File: src/gtm_pkg.sv
package gtm_pkg;

  // Register byte offsets on the Avalon-MM slave.
  localparam logic [3:0] OFS_MODE = 4'h0;
  localparam logic [3:0] OFS_TIMER = 4'h4;
  localparam logic [3:0] OFS_START = 4'h8;
  localparam logic [3:0] OFS_STATUS = 4'hC;

  // Operating mode field, bits 1:0 of the mode register.
  localparam int MODE_LSB = 0;
  localparam logic [1:0] MODE_TIMER = 2'h0;
  localparam logic [1:0] MODE_EVENT = 2'h1;

  // Mode register fields.
  localparam int OUT_EN_BIT = 2;
  localparam int GATE_EN_BIT = 3;
  localparam int GATE_LVL_BIT = 4;
  localparam int DIR_PIN_BIT = 5;
  localparam int SRC_LSB = 6;
  localparam int EDGE_BIT = 6;
  localparam int PEER_BIT = 7;
  localparam int FREE_BIT = 8;
  localparam int UP_BIT = 9;
  localparam int MODE_W = 10;

  // Count-source selections for timer mode.
  localparam logic [1:0] SRC_DIV1 = 2'h0;
  localparam logic [1:0] SRC_DIV8 = 2'h1;
  localparam logic [1:0] SRC_DIV32 = 2'h2;
  localparam logic [1:0] SRC_SUB32 = 2'h3;

  // Prescaler ratios.
  localparam logic [4:0] DIV8_LAST = 5'h07;
  localparam logic [4:0] DIV32_LAST = 5'h1F;

  // Reset values and count limits.
  localparam logic [15:0] TIMER_RST = 16'hFFFF;
  localparam logic [15:0] COUNT_MAX = 16'hFFFF;
  localparam logic [15:0] COUNT_MIN = 16'h0000;
  localparam logic [MODE_W-1:0] MODE_RST = 10'h000;

  // Status register bits.
  localparam int ST_OUT_BIT = 0;
  localparam int ST_REQ_BIT = 1;

endpackage : gtm_pkg

File: src/gtm_channel.sv
// The Avalon-MM register port and the address map are this design's own decisions.
`timescale 1ns/10ps
// Summary of operation
// - Mode field, bits 1:0, selects timer/event.
// - Timer source: clock, /8, /32, subclock/32.
// - Timer mode counts down, reloads on underflow.
// - Timer underflow period is n plus one.
// - Count-start flag runs or holds counter.
// - Timer mode underflow raises interrupt request.
// - Timer register read returns current count.
// - Write while stopped loads reload and counter.
// - Write while running loads reload only.
// - Gate option: input pin level gates counting.
// - Pulse output toggles on each timer underflow.
// - Event source: input pin edge or peer overflow.
// - Direction from software or output pin level.
// - Without free-run, over/underflow reloads counter.
// - Free-run: counter wraps without reloading.
// - Up-count period is FFFF minus n plus one.
// - Down-count period is n plus one events.
// - Event mode over/underflow raises interrupt request.
// - Pulse output toggles on event over/underflow.
// - Output pin: port, pulse output, or direction input.
module gtm_channel #(
  parameter int CHANNEL = 0
) (
  // System.
  input wire logic SYS_CLK,
  input wire logic RST_N,
  // Avalon-MM slave.
  input wire logic [3:0] AVS_ADDRESS,
  input wire logic AVS_READ,
  input wire logic AVS_WRITE,
  input wire logic [31:0] AVS_WRITEDATA,
  input wire logic [3:0] AVS_BYTEENABLE,
  output logic [31:0] AVS_READDATA,
  output logic AVS_WAITREQUEST,
  // Count sources from outside.
  input wire logic SUBCLOCK_TICK,
  input wire logic PEER_B_GROUP_TIMER_OVERFLOW,
  input wire logic NEIGHBOUR_CHANNEL_OVERFLOW,
  // Channel pins.
  input wire logic CHANNEL_EVENT_INPUT_PIN,
  input wire logic CHANNEL_TOGGLE_OUTPUT_PIN_I,
  output logic CHANNEL_TOGGLE_OUTPUT_PIN_O,
  output logic CHANNEL_TOGGLE_OUTPUT_PIN_OE,
  // Channel events.
  output logic IRQ_PULSE,
  output logic OVERFLOW_PULSE
);

  // Only channels zero to four exist; anything else is refused at elaboration.
  if (CHANNEL < 0 || CHANNEL > 4) begin : g_bad_channel
    $error("CHANNEL must lie in 0..4");
  end

  typedef struct packed {
    logic [gtm_pkg::MODE_W-1:0] mode;
    logic start;
    logic [15:0] reload;
    logic [15:0] count;
    logic tog;
    logic irq;
    logic ovf;
    logic [31:0] rdata;
    logic ack;
  } gtm_state_s;

  gtm_state_s s_q;
  gtm_state_s s_d;

  // Decoded mode bits.
  logic is_timer;
  logic is_event;
  logic [1:0] src_sel;
  logic tick;
  logic dir_up;
  logic wrap;
  logic gate_ok;
  logic in_edge;
  logic sub_edge;
  logic in_stable;
  logic dir_stable;
  logic sub_stable;
  logic access;
  logic [15:0] wr_val;
  logic in_level;
  logic in_prev;
  logic dir_level;
  logic sub_level;
  logic sub_prev;
  logic pre8_last;
  logic pre32_last;
  logic presub_last;

  assign is_timer = s_q.mode[1:0] == gtm_pkg::MODE_TIMER;
  assign is_event = s_q.mode[1:0] == gtm_pkg::MODE_EVENT;
  assign src_sel = s_q.mode[gtm_pkg::SRC_LSB +: 2];
  assign access = (AVS_READ || AVS_WRITE) && !s_q.ack;

  // Each channel pin and the subclock tick pass their own three-stage synchroniser; the peer overflow inputs go straight to the tick select.
  gtm_sync3 in_sync_u (
    .sys_clk(SYS_CLK),
    .rst_n(RST_N),
    .pin(CHANNEL_EVENT_INPUT_PIN),
    .level(in_level),
    .stable(in_stable),
    .prev(in_prev)
  );
  gtm_sync3 dir_sync_u (
    .sys_clk(SYS_CLK),
    .rst_n(RST_N),
    .pin(CHANNEL_TOGGLE_OUTPUT_PIN_I),
    .level(dir_level),
    .stable(dir_stable),
    .prev()
  );
  gtm_sync3 sub_sync_u (
    .sys_clk(SYS_CLK),
    .rst_n(RST_N),
    .pin(SUBCLOCK_TICK),
    .level(sub_level),
    .stable(sub_stable),
    .prev(sub_prev)
  );

  // Prescalers run freely, so the first tick after a start is never early by more than one period.
  gtm_prescale #(.LAST(gtm_pkg::DIV8_LAST)) pre8_u (
    .sys_clk(SYS_CLK),
    .rst_n(RST_N),
    .advance(1'b1),
    .at_last(pre8_last)
  );
  gtm_prescale #(.LAST(gtm_pkg::DIV32_LAST)) pre32_u (
    .sys_clk(SYS_CLK),
    .rst_n(RST_N),
    .advance(1'b1),
    .at_last(pre32_last)
  );
  gtm_prescale #(.LAST(gtm_pkg::DIV32_LAST)) presub_u (
    .sys_clk(SYS_CLK),
    .rst_n(RST_N),
    .advance(sub_edge),
    .at_last(presub_last)
  );

  // Edges count only on agreed levels, once per change.
  assign in_edge = in_stable && (in_level != in_prev) &&
                   (in_level == !s_q.mode[gtm_pkg::EDGE_BIT]);
  assign sub_edge = sub_stable && sub_level && !sub_prev;

  // The gate pin level must match the programmed active level while gating is on.
  assign gate_ok = !s_q.mode[gtm_pkg::GATE_EN_BIT] ||
                   (in_prev == s_q.mode[gtm_pkg::GATE_LVL_BIT]);

  // Count direction: software bit, or the output pin acting as select input.
  assign dir_up = is_event && (s_q.mode[gtm_pkg::DIR_PIN_BIT] ? dir_level
                                                                 : s_q.mode[gtm_pkg::UP_BIT]);

  // Pick one count tick per cycle for the selected source.
  always_comb begin
    tick = 1'b0;
    if (is_timer) begin
      unique case (src_sel)
        gtm_pkg::SRC_DIV1: tick = 1'b1;
        gtm_pkg::SRC_DIV8: tick = pre8_last;
        gtm_pkg::SRC_DIV32: tick = pre32_last;
        gtm_pkg::SRC_SUB32: tick = sub_edge && presub_last;
      endcase
      tick = tick && gate_ok;
    end else if (is_event) begin
      tick = s_q.mode[gtm_pkg::PEER_BIT] ? (CHANNEL == 0 ? PEER_B_GROUP_TIMER_OVERFLOW
                                                         : NEIGHBOUR_CHANNEL_OVERFLOW)
                                         : in_edge;
    end
    tick = tick && s_q.start;
  end

  assign wrap = dir_up ? (s_q.count == gtm_pkg::COUNT_MAX) : (s_q.count == gtm_pkg::COUNT_MIN);

  // Byte-lane merge of a timer write into the reload value.
  always_comb begin
    wr_val = s_q.reload;
    if (AVS_BYTEENABLE[0]) begin
      wr_val[7:0] = AVS_WRITEDATA[7:0];
    end
    if (AVS_BYTEENABLE[1]) begin
      wr_val[15:8] = AVS_WRITEDATA[15:8];
    end
  end

  // Whole next state in one place.
  always_comb begin
    s_d = s_q;
    s_d.irq = 1'b0;
    s_d.ovf = 1'b0;
    // Counting step.
    if (tick) begin
      if (wrap) begin
        s_d.ovf = 1'b1;
        s_d.irq = 1'b1;
        if (s_q.mode[gtm_pkg::OUT_EN_BIT]) begin
          s_d.tog = !s_q.tog;
        end
        if (is_event && s_q.mode[gtm_pkg::FREE_BIT]) begin
          s_d.count = dir_up ? gtm_pkg::COUNT_MIN : gtm_pkg::COUNT_MAX;
        end else begin
          s_d.count = s_q.reload;
        end
      end else if (dir_up) begin
        s_d.count = s_q.count + 16'h0001;
      end else begin
        s_d.count = s_q.count - 16'h0001;
      end
    end
    // Bus access: one wait cycle, then acknowledge.
    s_d.ack = access;
    if (access) begin
      s_d.rdata = 32'h0000_0000;
      if (AVS_READ) begin
        unique case (AVS_ADDRESS)
          gtm_pkg::OFS_MODE: s_d.rdata[gtm_pkg::MODE_W-1:0] = s_q.mode;
          gtm_pkg::OFS_TIMER: s_d.rdata[15:0] = s_q.count;
          gtm_pkg::OFS_START: s_d.rdata[0] = s_q.start;
          gtm_pkg::OFS_STATUS: begin
            s_d.rdata[gtm_pkg::ST_OUT_BIT] = s_q.tog;
            s_d.rdata[gtm_pkg::ST_REQ_BIT] = s_q.irq;
          end
          default: s_d.rdata = 32'h0000_0000;
        endcase
      end else begin
        unique case (AVS_ADDRESS)
          gtm_pkg::OFS_MODE: begin
            if (AVS_BYTEENABLE[0]) begin
              s_d.mode[7:0] = AVS_WRITEDATA[7:0];
            end
            if (AVS_BYTEENABLE[1]) begin
              s_d.mode[gtm_pkg::MODE_W-1:8] = AVS_WRITEDATA[gtm_pkg::MODE_W-1:8];
            end
          end
          gtm_pkg::OFS_TIMER: begin
            s_d.reload = wr_val;
            if (!s_q.start) begin
              s_d.count = wr_val;
            end
          end
          gtm_pkg::OFS_START: begin
            if (AVS_BYTEENABLE[0]) begin
              s_d.start = AVS_WRITEDATA[0];
            end
          end
          default: s_d.rdata = 32'h0000_0000;
        endcase
      end
    end
  end

  // State register.
  always_ff @(posedge SYS_CLK or negedge RST_N) begin
    if (!RST_N) begin
      s_q <= '0;
      s_q.mode <= gtm_pkg::MODE_RST;
      s_q.reload <= gtm_pkg::TIMER_RST;
      s_q.count <= gtm_pkg::TIMER_RST;
    end else begin
      s_q <= s_d;
    end
  end

  // Outputs straight from flip-flops; the output pin is driven only as pulse output.
  always_ff @(posedge SYS_CLK or negedge RST_N) begin
    if (!RST_N) begin
      CHANNEL_TOGGLE_OUTPUT_PIN_OE <= 1'b0;
    end else begin
      CHANNEL_TOGGLE_OUTPUT_PIN_OE <= s_d.mode[gtm_pkg::OUT_EN_BIT] &&
                                      !(s_d.mode[1:0] == gtm_pkg::MODE_EVENT && s_d.mode[gtm_pkg::DIR_PIN_BIT]);
    end
  end

  assign CHANNEL_TOGGLE_OUTPUT_PIN_O = s_q.tog;
  assign IRQ_PULSE = s_q.irq;
  assign OVERFLOW_PULSE = s_q.ovf;
  assign AVS_READDATA = s_q.rdata;
  assign AVS_WAITREQUEST = !s_q.ack;

endmodule : gtm_channel

// Three-stage pin synchroniser; a level counts once the last two stages agree, so one-stage glitches drop out.
module gtm_sync3 (
  // System.
  input wire logic sys_clk,
  input wire logic rst_n,
  // Raw pin.
  input wire logic pin,
  // Clean views of the pin.
  output logic level,
  output logic stable,
  output logic prev
);

  typedef struct packed {
    logic [2:0] sync;
    logic prev;
  } gtm_sync_s;

  gtm_sync_s s_q;
  gtm_sync_s s_d;

  // The last agreed level is kept so that an edge is seen once, not once per agreeing cycle.
  always_comb begin
    s_d = s_q;
    s_d.sync = {s_q.sync[1:0], pin};
    if (s_q.sync[1] == s_q.sync[2]) begin
      s_d.prev = s_q.sync[2];
    end
  end

  // Reset clears every stage to the low idle level.
  always_ff @(posedge sys_clk or negedge rst_n) begin
    if (!rst_n) begin
      s_q <= '0;
    end else begin
      s_q <= s_d;
    end
  end

  // Views of the registered stages.
  assign level = s_q.sync[2];
  assign stable = s_q.sync[1] == s_q.sync[2];
  assign prev = s_q.prev;

endmodule : gtm_sync3

// Divider stage; it reports its last count so the caller can form a one-cycle tick.
module gtm_prescale #(
  parameter logic [4:0] LAST = 5'h07
) (
  // System.
  input wire logic sys_clk,
  input wire logic rst_n,
  // Advance and terminal count.
  input wire logic advance,
  output logic at_last
);

  // A zero ratio would tick every cycle, which is the undivided source's job, so it is refused.
  if (LAST == 5'h00) begin : g_bad_last
    $error("LAST must be nonzero");
  end

  typedef struct packed {
    logic [4:0] cnt;
  } gtm_pre_s;

  gtm_pre_s s_q;
  gtm_pre_s s_d;

  // Step the divider only on an advance; it wraps after LAST.
  always_comb begin
    s_d = s_q;
    if (advance) begin
      s_d.cnt = (s_q.cnt == LAST) ? 5'h00 : s_q.cnt + 5'h01;
    end
  end

  // Divider state.
  always_ff @(posedge sys_clk or negedge rst_n) begin
    if (!rst_n) begin
      s_q <= '0;
    end else begin
      s_q <= s_d;
    end
  end

  // Terminal count view.
  assign at_last = s_q.cnt == LAST;

endmodule : gtm_prescale

File: config.mk
export PLATFORM = sky130hd
export DESIGN_NAME = gtm_channel
export DESIGN_NICKNAME = d
export VERILOG_FILES = /design/src/gtm_pkg.sv /design/src/gtm_channel.sv
export SDC_FILE = /design/constraint.sdc
export NUM_CORES = 1
export LEC_CHECK = 0
export ABC_AREA = 0
export CORE_MARGIN = 3
export CORE_UTILIZATION = 40
export CTS_CLUSTER_DIAMETER = 100
export CTS_CLUSTER_SIZE = 12
export DETAILED_ROUTE_END_ITERATION = 10
export DONT_BUFFER_PORTS = 1
export SYNTH_ARGS = -nofsm -noshare
export SYNTH_HDL_FRONTEND = slang
export SYNTH_SLANG_ARGS = --single-unit
export TNS_END_PERCENT = 5
File: constraint.sdc
create_clock -name SYS_CLK -period 7.8 [get_ports SYS_CLK]
set_clock_uncertainty 0.1 [all_clocks]
set_input_delay 0.78 -clock SYS_CLK [delete_from_list [all_inputs] [get_ports SYS_CLK]]
set_output_delay 0.78 -clock SYS_CLK [all_outputs]
set_load 0.05 [all_outputs]
# Word-level counts from Yosys, hierarchy flattened
# Cells that the tools add are included.
word_totals:
  input_bits: 49
  regBits: 106
  elab_cells: 104
  out_inout_bits: 37
classes:
  add_sub_neg: 5
  n_bitwise: 1
  mux: 32
  n_reduce_logical: 29
  n_eq_ne: 17
op_table:
  columns: ["cell", "count"]
  rows:
  - ["16-bit two-way mux", 6]
  - ["39-bit two-way mux", 2]
  - ["32-bit two-way mux", 1]
  - ["19-bit two-way mux", 1]
  - ["6-bit two-way mux", 3]
  - ["16-bit by 1-bit adder with 16-bit output, second input constant", 1]
  - ["16-bit == test, second input constant", 1]
  - ["16-bit logical NOT", 1]
  - ["8-bit two-way mux", 2]
  - ["8-bit one-hot mux with 2 select lines", 1]
  - ["16-bit by 1-bit subtractor with 16-bit output, second input constant", 1]
  - ["5-bit by 1-bit adder with 5-bit output, second input constant", 3]
  - ["5-bit two-way mux", 3]
  - ["1-bit logical AND", 12]
  - ["4-bit AND reduction", 3]
  - ["5-bit == test, second input constant", 2]
  - ["1-bit two-way mux", 9]
  - ["4-bit == test, second input constant", 2]
  - ["1-bit one-hot mux with 4 select lines", 2]
  - ["2-bit by 1-bit == test with 1-bit output, second input constant", 3]
  - ["1-bit logical NOT", 6]
  - ["3-bit AND reduction", 2]
  - ["5-bit by 3-bit == test with 1-bit output, second input constant", 1]
  - ["1-bit == test", 4]
  - ["other kinds (9)", 12]

# Logic depth before layout (Yosys ltp)
# Gate-level depths: netlist of run 1.
logic_depth:
  depth_word: 18
  ltp_mapped: 12
  mapped_depth_nobuf: 10

# Hierarchy
# From an unflattened synthesis of run 1, not the netlist that was laid out.
hier_totals:
  cells_unflattened: 493
  hier_area_um2: 5243.8
modules_own_cells:
  columns: ["mod", "area_each_um2", "cells_each", "seq_area_each_um2", "instances"]
  rows:
  - ["gtm_channel", 4149.0, 415, 1616.6, 1]
  - ["gtm_prescale (pre32_u ...)", 247.7, 20, 125.1, 2]
  - ["gtm_sync3", 120.1, 6, 100.1, 3]
  - ["gtm_prescale (pre8_u)", 239.0, 20, 125.1, 1]

# Least setup slack after synthesis of run 1
# Ideal clock, no wire load.
synth_timing:
  path_type: "flip-flop to flip-flop"
  startpoint: "register s_q[74] (netlist name)"
  endpoint: "register s_q[48] (netlist name)"
  required_time_ns: 7.619
  path_stages_with_launch: 13
  arrival_ns: 3.012
  path_buffers: 2
  setup_ns: 0.081
  period_less_slack_ns: 3.192
  path_slack_ns: 4.608
  cell_sequence: "dfrtp_1 -> mux2_2 -> and2_1 -> buf_2 -> inv_1 -> ha_1 -> clkbuf_1 -> and3_1 -> and3_1 -> a2111oi_0 -> o31a_1 -> o21ai_0 -> a32oi_1"
synth_lines:
  columns: ["item", "line", "source"]
  rows:
  - ["start: declaration", "gtm_channel.sv:69", "gtm_state_s s_q;"]

==> run summary, run 1 <==
The internal power of the cells totals 1.056 mW. For the final max-slew violation count, the log shows 0. After detailed routing, the average wire length per cell comes to 19.19 um. Among all stages on the critical path, the largest delay is contributed by sky130_fd_sc_hd__a2111oi_0. The filler-free cell count of the finished design is 648, and the global routing usage summed across all routing layers is 17.90%. The worst-case headroom to the max-slew limit was 15.88%; the static leakage was 2.355 nW. The length in cells of the worst reg-to-reg path was 10. Type of the worst min-delay path: input pin to async pin. The count of standard-cell rows is 41, and the count of distinct cell types in the synthesized netlist is 74. For the part of the total power dissipated in the clock network, the log shows 25.4%. Element type at the critical path start: a flip-flop. IR analysis of the VDD net gives a maximum drop of 0.1557 mV.

The final-report hold violation count was 0. The critical path ends at s_q[48]. After layout, the design draws a total of 1.673 mW. Each instance of the synthesized netlist takes up on average 10.57 sq um. The detailed-route DRC error count is 0. At the end of routability-driven placement, the weighted congestion stood at 0.8657.

The run gives 541 as the final layout net count. The xor-xnor portion of the synthesized cell area was 2.012%; the total buffers and inverters traversed by the critical path was 1. The run gives 4290 ps as the arrival time reported for the critical path endpoint. Flop-to-flop setup slack: 3640 ps. From synthesis to final layout, the design area changed by 4.814%.

The actual slew at the worst max-slew pin is 1252 ps, and the share of synthesized cell area in and, or, nand and nor gates is 14.08%. The die covers 14470 sq um. Detailed placement finished with a half-perimeter wire length of 8990 um. The library cell used most frequently in the layout, excluding fill and tap cells, is sky130_fd_sc_hd__dfrtp_1.

The tools report the number of ports placed on the die boundary as 86. The time the final worst path needs with I/O delays and setup was 4155 ps. After synthesis, the share of cell area in mux cells is 10.11%. The worst setup path is captured at a flip-flop. The synthesized netlist devotes 17.56% of its cell area to compound gates. The number of antenna violations at the first check in global routing was 0. The tools report the diode insertion count for antenna repair as 0. Tracing the worst setup path back leads to its startpoint at s_q[69].

The power density over the cells came out at 305.5 nW/um^2. In this run the critical register-to-register path is captured at s_q[48]. Number of failing setup endpoints in the final timing report: 0. In this run, CTS created clock tree buffers numbering 9. The detail route stage leaves a number of antenna-violating nets equal to 0.

The most used flip-flop cell after synthesis is sky130_fd_sc_hd__dfrtp_1. Buffers placed on the I/O ports in this run total 0. After synthesis, the largest family of logic cells by area is compound AO/OA/AOI/OAI gates. The clock-pin slew reported for the worst setup and hold paths after clock tree synthesis is 70 ps, and the final cycle utilization of the critical path is 53.27%. The worst setup path is of the flip-flop to flip-flop kind. The synthesis-stage register bit count was 89. After Yosys synthesis, full adders, half adders and majority gates account for 5.365% of the synthesized area. Setup repair after global routing left no endpoint under its margin. The count of flip-flops with a built-in enable after synthesis came out at 0.

Clock latency on the worst-skew pair, taken at its later pin, is 350 ps. After detailed routing, the number of vias per cell comes to 5.819. By instance count, the cell type seen most on the critical path is sky130_fd_sc_hd__nor2b_1. After synthesis, the share of flip-flops with an asynchronous set or reset is 100.0%. The first global-routing pass estimated 20360 um of wire. Once the clock tree was built, the setup fixing pass inserted 0 buffers. For the final-layout setup total negative slack, the log shows 0 ps. After detailed placement, the design holds a cell count of 632. The wire length after detailed routing was 12440 um; the combinational share of power was 33.4%.

The run finished with clean final reports. In the layout the commonest cells are sky130_fd_sc_hd__dfrtp_1, sky130_fd_sc_hd__dfstp_2, sky130_fd_sc_hd__mux2_2, sky130_fd_sc_hd__o21ai_0, sky130_fd_sc_hd__nand2_1. Die extent in x: 120.3 um.

Yosys printed 0 warnings. Walking the worst path, the cells encountered are nor2b_1 -> and2_1 -> inv_1 -> ha_1 -> nor2b_1 -> o31a_1 -> a2111oi_0 -> nor4_1 -> o21ai_0 -> a32oi_1. For this run, the slowest stage of the critical path takes 700 ps.

The number of cells on the critical path was 10; the switching power was 616.7 uW. The longest clock path from root to sink contains 2 buffers. Launching point of the worst reg2reg path: s_q[69].

Of all nets on the critical path, the largest fanout is 16. For the detailed-router iteration count before antenna repair, the log shows 5. The logs give 3714 for the via count of the first global-routing pass and 0.2407 GHz for the maximum clock frequency.

For this run, the share of the core covered by cells in the final layout is 43.21%. CTS saw 89 sinks. In this design, the largest share of critical-path delay is due to compound AO/OA/AOI/OAI gates. The tool flagged a number of max-cap violations equal to 0.

The run gives 12670 sq um as the total core area. The cell sitting at the root of the clock tree is a sky130_fd_sc_hd__clkbuf_16. The H-tree was split into 3 levels. The logs give 0 for the number of buffers added to fix hold violations after cts and 0 for the number of gates given a new drive strength after cts. The detailed router placed 3771 vias in this run. TritonCTS built the clock tree. The post-route netlist has 18.91% of its cells at a drive strength greater than 1.

The initial utilization of the core area, before any placement, comes to 41.23%. Of the total power, registers draw 41.2%. The required time reported for the critical path endpoint is 7940 ps. The die is 120.3 um tall. The area of the mapped netlist was 5224 sq um; the global-route congestion overflow total was 0. The run gives 326 as the count of routing violations after the opening detailed-route iteration.

Entering global routing, the biggest net connects 90 pins. After synthesis, flip-flops and latches occupy 43.40% of the total area. Counting every instance in the synthesized netlist gives 494.

The proportion of total power due to net switching came out at 36.87%.
==> cell families (layout without fill, tap and decap cells) <==
logic type / after synthesis / after routing
other cells: 1 / 16
compound gates: 128 / 128
buf+inv: 66 / 33
xor+xnor: 12 / 12
fa+ha+maj: 22 / 22
flops: 89 / 89
mux: 47 / 47
simple gates: 129 / 129
==> final cells by class <==
cell class                 instances  area, sq um
clock inverter                     4        33.78
inverter                          15        56.30
multi-input combinational        354         2631
fill                            1219         7196
tap                              172        215.2
clock buffer                      12        256.5
sequential                        89         2267
timing repair buffer               2        15.01
==> flip-flops by register name, indices dropped and copies added (netlist names) <==
name                          cells
s_q                              44
AVS_READDATA                     16
pre32_u.s_q                       5
pre8_u.s_q                        5
presub_u.s_q                      5
dir_sync_u.s_d                    2
in_sync_u.s_d                     2
sub_sync_u.s_d                    2
CHANNEL_TOGGLE_OUTPUT_PIN_O       1
CHANNEL_TOGGLE_OUTPUT_PIN_OE      1
IRQ_PULSE                         1
dir_sync_u.level                  1
in_sync_u.level                   1
in_sync_u.prev                    1
sub_sync_u.level                  1
sub_sync_u.prev                   1
==> worst reg2reg max path, stage by stage, from the launching register on <==
cell,delay (ps)
sky130_fd_sc_hd__dfrtp_1,530
sky130_fd_sc_hd__nor2b_1,200
sky130_fd_sc_hd__and2_1,460
sky130_fd_sc_hd__inv_1,440
sky130_fd_sc_hd__ha_1,450
sky130_fd_sc_hd__nor2b_1,180
sky130_fd_sc_hd__o31a_1,340
sky130_fd_sc_hd__a2111oi_0,700
sky130_fd_sc_hd__nor4_1,120
sky130_fd_sc_hd__o21ai_0,380
sky130_fd_sc_hd__a32oi_1,160
==> worst min path at each step <==
stage                            startpoint                 to  slack, ps  cells after the start
after floorplan           dir_sync_u.s_d[3]   dir_sync_u.level        230                      0
after global placement    dir_sync_u.s_d[2]  dir_sync_u.s_d[3]        230                      0
after detailed placement  dir_sync_u.s_d[2]  dir_sync_u.s_d[3]        240                      0
after CTS                             RST_N   AVS_READDATA[12]         20                      0
after global routing                  RST_N   AVS_READDATA[12]         10                      0
final                                 RST_N   AVS_READDATA[13]         30                      0
==> per-layer routing <==
metal	part of all wire, %	wire (um)	up-vias	track usage (%)
li1	-	-	1775	-
met1	45	5631	1850	25.27
met2	46	5750	131	27.22
met3	7.3	907	15	4.818
met4	1.2	147	0	4.958
met5	0	0	-	0
==> power by group through the flow <==
stage	combinational, mW	sequential, mW	clock [mW]
floorplan	0.479	0.639	0
global placement	0.539	0.693	0
detailed placement	0.549	0.695	0
CTS	0.554	0.687	0.433
global route	0.631	0.702	0.457
finish	0.558	0.689	0.425
==> metrics by stage <==
step,area (sq um),hold WS (ps),worst slack (ps)
3_5_place_dp,5185,236.5,3807
6_report,5475,26.38,3645
3_3_place_gp,5185,232.3,3904
2_1_floorplan,5280,231.2,4608
4_1_cts,5475,22.36,3764
5_1_grt,5475,14.76,3419
==> synthesized netlist by cell type (5+ instances only) <==
master                     count  area share [%]
sky130_fd_sc_hd__dfstp_2      32              16
sky130_fd_sc_hd__inv_1        15             1.1
sky130_fd_sc_hd__a21oi_1      22             2.1
sky130_fd_sc_hd__nor2_1       21             1.5
sky130_fd_sc_hd__ha_1         20             4.8
sky130_fd_sc_hd__a21o_1        5            0.72
sky130_fd_sc_hd__and3_1        7            0.84
sky130_fd_sc_hd__nand2b_1      5            0.60
sky130_fd_sc_hd__o21a_1        7             1.0
sky130_fd_sc_hd__nand2_1      24             1.7
sky130_fd_sc_hd__buf_4        33             4.7
sky130_fd_sc_hd__clkbuf_1      9            0.65
sky130_fd_sc_hd__dfrtp_1      57              27
sky130_fd_sc_hd__nand3_1       8            0.77
sky130_fd_sc_hd__nand4_1       7            0.84
sky130_fd_sc_hd__o21ai_0      27             2.6
sky130_fd_sc_hd__nor3_1       13             1.2
sky130_fd_sc_hd__a211oi_1      5            0.72
sky130_fd_sc_hd__mux2i_1      16             3.1
sky130_fd_sc_hd__a222oi_1      8             1.5
sky130_fd_sc_hd__buf_2         6            0.57
sky130_fd_sc_hd__a22o_1        6             1.0
sky130_fd_sc_hd__o211ai_1      5            0.72
sky130_fd_sc_hd__nor4_1        6            0.72
sky130_fd_sc_hd__xnor2_1       9             1.5
sky130_fd_sc_hd__mux2_2       29             6.3
sky130_fd_sc_hd__a31oi_1       6            0.72
sky130_fd_sc_hd__nor2b_1      11             1.3
(Power assumes the default switching activity.)
==> run 2, diff against run 1 <==
- ABC_AREA: 0 -> 1
- clock period: 7.8 -> 3.4 ns (I/O delays scaled with it)
==> run summary, run 2 <==
The logs give 751 (was 494) for the gate count of the mapped netlist and 4334 (was 3714) for the via count of the first global-routing pass. The most common library cell in the layout ignoring fill and taps was sky130_fd_sc_hd__nand2_1 (was sky130_fd_sc_hd__dfrtp_1). Type of the worst min-delay path: input pin to flip-flop (was input pin to async pin). Post-synth top cells: sky130_fd_sc_hd__nand2_1, sky130_fd_sc_hd__inv_1, sky130_fd_sc_hd__o21ai_0 (was sky130_fd_sc_hd__dfrtp_1, sky130_fd_sc_hd__buf_4, sky130_fd_sc_hd__dfstp_2). The tools report the count of antenna-violating nets left after detailed routing as 0 (unchanged). The tools report the worst-skew pair later-pin latency as 350 ps (about the same). The post-detailed-route via-to-cell ratio works out to 4.992 (was 5.819). Setup repair after global routing left no endpoint under its margin. The number of maximum-capacitance constraint violations came out at 0 (unchanged). The count of input and output buffers was 0 (unchanged); the count of flip-flops with a built-in enable after synthesis was 0 (unchanged). Dominant cells by area after synthesis: sky130_fd_sc_hd__dfrtp_1, sky130_fd_sc_hd__nand2_1, sky130_fd_sc_hd__dfstp_2 (was sky130_fd_sc_hd__dfrtp_1, sky130_fd_sc_hd__dfstp_2, sky130_fd_sc_hd__mux2_2). The dominant cell by count in the synthesized netlist is sky130_fd_sc_hd__nand2_1 (was sky130_fd_sc_hd__dfrtp_1).

The actual slew at the worst max-slew pin was 534.2 ps (was 1252 ps). The register with the highest flop count was s_q (unchanged). The maximum level of the CTS H-tree came out at 3 (unchanged). The worst-case headroom to the max-slew limit was 64.38% (was 15.88%); the maximum net fanout on the critical path was 18 (was 16).

Cell chain of the critical path: inv_1 -> o21ai_1 -> nand2_2 -> ha_1 -> or2_2 -> nand3b_1 -> nand2_1 -> nand2_1 -> nand3_1 -> nand2_1 -> nand2_1 -> nand2_1 -> nand2_1 -> a21oi_1 (was nor2b_1 -> and2_1 -> inv_1 -> ha_1 -> nor2b_1 -> o31a_1 -> a2111oi_0 -> nor4_1 -> o21ai_0 -> a32oi_1). Element type at the critical path start: a flip-flop (unchanged). The via count was 4563 (was 3771); the count of routing violations after the opening detailed-route iteration was 356 (was 326). The synthesis-stage register bit count works out to 89 (unchanged). Standard cell with the maximum stage delay on the critical path: sky130_fd_sc_hd__ha_1 (was sky130_fd_sc_hd__a2111oi_0). The final-layout setup total negative slack is 0 ps (unchanged), and the global-route wire length before repair is 22850 um (was 20360 um). The flop-to-flop setup slack came out at 660 ps (was 3640 ps). The height of the chip came out at 125.1 um (was 120.3 um). Master cell of the clock root buffer: sky130_fd_sc_hd__clkbuf_16 (unchanged).

The routed wire length per instance works out to 15.13 um (was 19.19 um). The logs give 0 (unchanged) for the diode insertion count for antenna repair and 9 (unchanged) for the number of clock buffers inserted by TritonCTS. The run finished with clean final reports. The cell type with the highest occurrence count on the critical path was sky130_fd_sc_hd__nand2_1 (was sky130_fd_sc_hd__nor2b_1).

The logs give 0 (unchanged) for the number of failing setup endpoints in the final timing report and 41.85% (was 41.23%) for the initial standard-cell utilization of the core. The logs give 90 (unchanged) for the pin count of the biggest net entering global routing and 0 (unchanged) for the detailed-route DRC error count. Detailed-router iteration count before antenna repair: 5 (unchanged). The kind of cell adding the most delay to the critical path was simple AND/OR/NAND/NOR gates (was compound AO/OA/AOI/OAI gates). The number of antenna violations at the first check in global routing was 0 (unchanged). The flip-flop count of the largest register after layout works out to 44 (unchanged). The core occupancy in the finished layout was 44.13% (was 43.21%); the wire length after detailed routing was 13830 um (was 12440 um). The count of standard-cell rows is 42 (was 41), and the synthesis-to-layout area growth is 5.447% (was 4.814%). The type of the setup path with the least slack was flip-flop to flip-flop (unchanged). TritonCTS built the clock tree. The largest incremental delay on the critical path was 450 ps (was 700 ps).

The clock-pin slew reported for the worst setup and hold paths after clock tree synthesis is 60 ps (was 70 ps). The commonest register cell after synthesis is sky130_fd_sc_hd__dfrtp_1 (unchanged). Most frequent cells in the layout: sky130_fd_sc_hd__nand2_1, sky130_fd_sc_hd__inv_1, sky130_fd_sc_hd__o21ai_0, sky130_fd_sc_hd__dfrtp_1 (was sky130_fd_sc_hd__dfrtp_1, sky130_fd_sc_hd__dfstp_2, sky130_fd_sc_hd__mux2_2, sky130_fd_sc_hd__o21ai_0, sky130_fd_sc_hd__nand2_1). The run gives 3570 ps (was 7940 ps) as the required time reported for the critical path endpoint. The synthesized area per cell works out to 7.556 sq um (was 10.57 sq um).

The arrival time reported for the critical path endpoint was 2910 ps (was 4290 ps). Worst IR drop on VDD: 0.3043 mV (was 0.1557 mV). The tools report the type of destination of the critical path as a flip-flop (unchanged). The number of buffers on the longest clock path is 2 (unchanged). The share of Yosys cell area claimed by the top area cell type is 25.14% (was 27.31%). Power density over the cells: 745.6 nW/um^2 (was 305.5 nW/um^2).

The tools report the synthesis warning total as 0 (unchanged). For the final layout net count, the log shows 803 (was 541). The final max-slew violation count was 0 (unchanged); the die extent in x was 125.1 um (was 120.3 um). The time the final worst path needs with I/O delays and setup is 2738 ps (was 4155 ps), and the static leakage is 2.955 nW (was 2.355 nW). The cell type contributing the most total cell area after synthesis is sky130_fd_sc_hd__dfrtp_1 (unchanged).

The final-report hold violation count is 0 (unchanged). The area of the die is 15650 sq um (was 14470 sq um). The count of distinct cell types in the synthesized netlist is 47 (was 74). The final RePlAce weighted congestion is 0.8811 (was 0.8657).

Maximum clock frequency: 0.3653 GHz (was 0.2407 GHz). The post-synthesis async set-or-reset flop share works out to 100.0% (unchanged). The total core area was 13560 sq um (was 12670 sq um). For the setup fix buffers added after clock tree synthesis, the log shows 0 (unchanged). The global routing usage summed across all routing layers is 18.16% (was 17.90%), and the share of layout cells above drive strength 1 is 13.01% (was 18.91%).

The final cycle utilization of the critical path was 80.51% (was 53.27%); the sequential element share of the synthesized area was 39.96% (was 43.40%). For the area of the mapped netlist, the log shows 5674 sq um (was 5224 sq um). The logs give 10310 um (was 8990 um) for the placed wire-length estimate after detailed placement and 86 (unchanged) for the number of ports placed on the die boundary. Total buffers and inverters traversed by the critical path: 1 (unchanged). For the global-route congestion overflow total, the log shows 0 (unchanged). The tools report the clock sink count as 89 (unchanged).
-- run 2: cell types whose count changed after synthesis, sizes merged, moves of 23 or more --
cell / change
mux2: -27
inv: +88
a21oi: +23
nand2: +210
o21ai: +34
nand3: +26
nor2: +30
-- run 2: power by group --
part	total [mW]	leakage, nW	internal (mW)	switching (mW)
Clock	1.04	0.154	0.585	0.454
Combinational	1.80	1.75	0.637	1.16
Sequential	1.62	1.05	1.38	0.242
Total	4.46	2.96	2.60	1.86
-- run 2: timing repair --
item | CTS | global route
gates resized for setup | 0 | 0
hold buffers | 5 | 0
hold endpoints to repair | 92 | 0
-- run 2: cell type report --
type | instances | area [sq um]
multi-input combinational | 521 | 2700
sequential | 89 | 2267
tap | 176 | 220.2
inverter | 103 | 389.1
fill | 1379 | 7575
timing repair buffer | 9 | 97.59
clock inverter | 7 | 83.83
clock buffer | 9 | 225.2
-- run 2: kinds of logic after synthesis --
family | after synthesis | synth area share, %
simple gates | 346 | 26.55
buf+inv | 156 | 13.45
compound gates | 127 | 13.39
flops | 89 | 39.96
fa+ha+maj | 21 | 4.763
xor+xnor | 8 | 1.235
mux | 3 | 0.5953
other cells | 1 | 0.06609
-- run 2: final timing paths --
kind                                         from           endpoint  cells after the start
worst max-delay path                      s_q[78]            s_q[45]                     14
worst min-delay path             AVS_WRITEDATA[9]            s_q[78]                      1
worst max register to register            s_q[78]            s_q[45]                     14
worst min register to register  dir_sync_u.s_d[2]  dir_sync_u.s_d[3]                      0
max in group asynchronous                   RST_N            s_q[54]                      2
min in group asynchronous                   RST_N            s_q[73]                      2
-- run 2: stage by stage --
step           std cells  setup slack (ps)  hold slack [ps]  power (mW)  area, sq um
5_1_grt              914             372.8            30.28       4.854         5983
3_5_place_dp         893             704.3           -53.34       3.385         5607
6_report             914             662.5            43.53       4.461         5983
2_1_floorplan        766              1161           -55.59       2.977         5731
4_1_cts              914             681.1            26.50       4.483         5983
3_3_place_gp         893             741.8           -53.67       3.353         5607
-- run 2: per-layer routing --
layer	part of all wire, %	up-vias	GRT usage [%]
li1	-	2321	-
met1	47	2123	24.72
met2	45	105	28.00
met3	6.4	14	5.117
met4	1.3	0	6.122
met5	0	-	0
==> run 3, diff against run 2 <==
- clock period: 3.4 -> 2.21 ns (I/O delays scaled with it)
==> run summary, run 3 (synthesized netlist as in run 2, its figures left out) <==
The flip-flop count of the largest register after layout came out at 44 (unchanged). The post-detailed-route via-to-cell ratio was 5.104 (was 4.992); the number of buffers on the longest clock path was 2 (unchanged). The master cell of the clock root buffer is sky130_fd_sc_hd__clkbuf_16 (unchanged). The number of antenna violations at the first check in global routing is 0 (unchanged), and the fraction of power consumed by sequential logic is 32.1% (was 36.3%). The tools report the via count as 4930 (was 4563). The logs give 89 (unchanged) for the clock sink count and 0 (unchanged) for the diode insertion count for antenna repair.

The final-report hold violation count is 89 (was 0). The type of the worst min-delay path is input pin to async pin (was input pin to flip-flop). Tightest hold margin: -550.7 ps (was 43.53 ps).

For the area of the die, the log shows 15650 sq um (unchanged). Number of maximum-capacitance constraint violations: 0 (unchanged). The synthesis-to-layout area growth is 18.79% (was 5.447%). The power density over the cells works out to 1162 nW/um^2 (was 745.6 nW/um^2). The launching point of the worst reg2reg path was s_q[74] (was s_q[78]).

The post-layout instance area is 6740 sq um (was 5983 sq um). The placed wire-length estimate after detailed placement is 10830 um (was 10310 um), and the final max-slew violation count is 0 (unchanged). Standard cell with the maximum stage delay on the critical path: sky130_fd_sc_hd__dfrtp_1 (was sky130_fd_sc_hd__ha_1). Number of buffers added to fix hold violations after cts: 16 (was 5). Kind of cell adding the most delay to the critical path: simple AND/OR/NAND/NOR gates (unchanged).

Worst-case headroom to the max-slew limit: 62.44% (was 64.38%). The worst IR drop on VDD is 0.5547 mV (was 0.3043 mV), and the overall power of the completed layout is 7.830 mW (was 4.461 mW). Number of placed instances, taps included: 927 (was 893). TritonCTS built the clock tree.

The required time reported for the critical path endpoint was 2400 ps (was 3570 ps); the global-route wire length before repair was 23680 um (was 22850 um). The core occupancy in the finished layout is 49.71% (was 44.13%), and the count of input and output buffers is 0 (unchanged). The combinational share of power was 47.9% (was 40.4%). Register with the highest flop count: s_q (unchanged). The actual slew at the worst max-slew pin was 563.3 ps (was 534.2 ps). The logs give -91.05 ps (was 662.5 ps) for the slack of the critical path and 13560 sq um (unchanged) for the total core area.

The share of layout cells above drive strength 1 was 24.05% (was 13.01%). The static leakage is 3.241 nW (was 2.955 nW). The clock-pin slew reported for the worst setup and hold paths after clock tree synthesis was 70 ps (was 60 ps); the maximum net fanout on the critical path was 8 (was 18). The total buffers and inverters traversed by the critical path works out to 4 (was 1).

The global routing usage summed across all routing layers came out at 18.72% (was 18.16%). Setup repair after global routing could not meet its margin everywhere. The run gives 0 (unchanged) as the detailed-route DRC error count.

The most common library cell in the layout ignoring fill and taps was sky130_fd_sc_hd__nand2_1 (unchanged). The count of routing violations after the opening detailed-route iteration is 354 (was 356). The tools report the maximum clock frequency as 0.4346 GHz (was 0.3653 GHz). The final-layout fill cell count is 1290 (was 1379). The cell type with the highest occurrence count on the critical path is sky130_fd_sc_hd__nand2_1 (unchanged). The final-layout setup total negative slack came out at -640.8 ps (was 0 ps). Most frequent cells in the layout: sky130_fd_sc_hd__nand2_1, sky130_fd_sc_hd__inv_1, sky130_fd_sc_hd__dfrtp_1, sky130_fd_sc_hd__o21ai_0, sky130_fd_sc_hd__nor2_1 (was sky130_fd_sc_hd__nand2_1, sky130_fd_sc_hd__inv_1, sky130_fd_sc_hd__o21ai_0, sky130_fd_sc_hd__dfrtp_1).

The tools report the global-route congestion overflow total as 0 (unchanged). The arrival time reported for the critical path endpoint was 2490 ps (was 2910 ps). The destination of the worst register-to-register timing path was s_q[47] (was s_q[45]). For the via count of the first global-routing pass, the log shows 4575 (was 4334). The worst-skew pair later-pin latency is 360 ps (was 350 ps), and the part of the total power dissipated in the clock network is 20.0% (was 23.3%). The run gives 855 (was 803) as the final layout net count. The tools report the pre-CTS setup slack as -147.0 ps (was 704.3 ps). The critical path startpoint was s_q[74] (was s_q[78]). The time the final worst path needs with I/O delays and setup works out to 2301 ps (was 2738 ps). For the count of antenna-violating nets left after detailed routing, the log shows 0 (unchanged). The checks that failed: hold timing, setup timing. Switching power: 3.188 mW (was 1.861 mW). The flop-to-flop setup slack came out at -90 ps (was 660 ps). The flow ran to the end, but the final reports show violations.

The proportion of total power due to net switching works out to 40.72% (was 41.72%). The pin count of the biggest net entering global routing came out at 90 (unchanged). For the maximum level of the CTS H-tree, the log shows 3 (unchanged). For the count of standard-cell rows, the log shows 42 (unchanged). Total cell area at the placement stage: 5912 sq um (was 5607 sq um). The final RePlAce weighted congestion was 0.9160 (was 0.8811); the largest incremental delay on the critical path was 420 ps (was 450 ps). The routed wire length per instance was 15.64 um (was 15.13 um); the wire length after detailed routing was 15110 um (was 13830 um).

The number of clock buffers inserted by TritonCTS was 9 (unchanged); the number of cells on the critical path was 16 (was 14). The detailed-router iteration count before antenna repair was 5 (unchanged); the final cycle utilization of the critical path was 104.1% (was 80.51%). The element type at the critical path start is a flip-flop (unchanged).

The type of destination of the critical path was a flip-flop (unchanged). The die extent in x is 125.1 um (unchanged), and the height of the chip is 125.1 um (unchanged). Cell chain of the critical path: o21ai_4 -> nand2_4 -> clkbuf_16 -> ha_4 -> nand2_1 -> inv_1 -> nand2_1 -> nand2_2 -> buf_4 -> inv_1 -> nand3_1 -> nand2_1 -> nand2_1 -> nand2_1 -> nand2_1 -> a21oi_1 (was inv_1 -> o21ai_1 -> nand2_2 -> ha_1 -> or2_2 -> nand3b_1 -> nand2_1 -> nand2_1 -> nand3_1 -> nand2_1 -> nand2_1 -> nand2_1 -> nand2_1 -> a21oi_1). The worst setup path endpoint was s_q[47] (was s_q[45]). The length in cells of the worst reg-to-reg path works out to 16 (was 14).

The filler-free cell count of the finished design is 966 (was 914). For the internal power consumption, the log shows 4.642 mW (was 2.600 mW). The number of ports placed on the die boundary was 86 (unchanged).

For the initial standard-cell utilization of the core, the log shows 41.85% (unchanged). The number of failing setup endpoints in the final timing report was 10 (was 0). Type of the setup path with the least slack: flip-flop to flip-flop (unchanged).
-- run 3: changes by cell type in the layout (fill, tap and decap cells not counted), moves of 11 or more --
cell	before	now
sky130_fd_sc_hd__buf_4	4	39
sky130_fd_sc_hd__dlygate4sd3_1	4	16
sky130_fd_sc_hd__nand2_1	227	206
sky130_fd_sc_hd__nand2_2	7	27
sky130_fd_sc_hd__ha_1	20	8
sky130_fd_sc_hd__ha_4	0	11
-- run 3: worst min-delay path by stage --
stage | start | to | slack, ps
floorplan | RST_N | AVS_READDATA[0] | -170
global placement | RST_N | presub_u.s_q[4] | -170
detailed placement | RST_N | presub_u.s_q[1] | -170
CTS | RST_N | sub_sync_u.s_d[2] | -560
global route | RST_N | s_q[70] | -560
finish | RST_N | sub_sync_u.s_d[2] | -550
-- run 3: timing repair --
action | CTS | global route
buffers inserted | 0 | 5
setup endpoints to repair | 10 | 17
endpoints found under the hold margin | 107 | 89
pin swaps | 1 | 18
cloned | 0 | 2
resized for setup | 14 | 47
-- run 3: power by group through the flow --
stage / clock network [mW] / registers, mW / logic [mW]
global route: 1.66 / 2.55 / 4.17
floorplan: 0 / 2.33 / 2.26
finish: 1.56 / 2.52 / 3.75
CTS: 1.61 / 2.47 / 3.24
global placement: 0 / 2.47 / 3.02
detailed placement: 0 / 2.48 / 3.08
-- run 3: final cells by class --
cell class,count,area (sq um),share of cell area [%]
multi-input cells,521,2987,44.31
flip-flops and latches,89,2267,33.64
repair buffers,61,574.3,8.521
inverters,103,391.6,5.810
clock buffers,12,246.5,3.657
well taps,176,220.2,3.267
clock inverters,4,53.80,0.7982
-- run 3: per-layer routing --
layer	vias up	global-route usage [%]	wire length, um
li1	2429	-	-
met1	2341	26.10	6991
met2	138	28.31	6894
met3	22	4.904	882
met4	0	6.505	344
met5	-	0	0
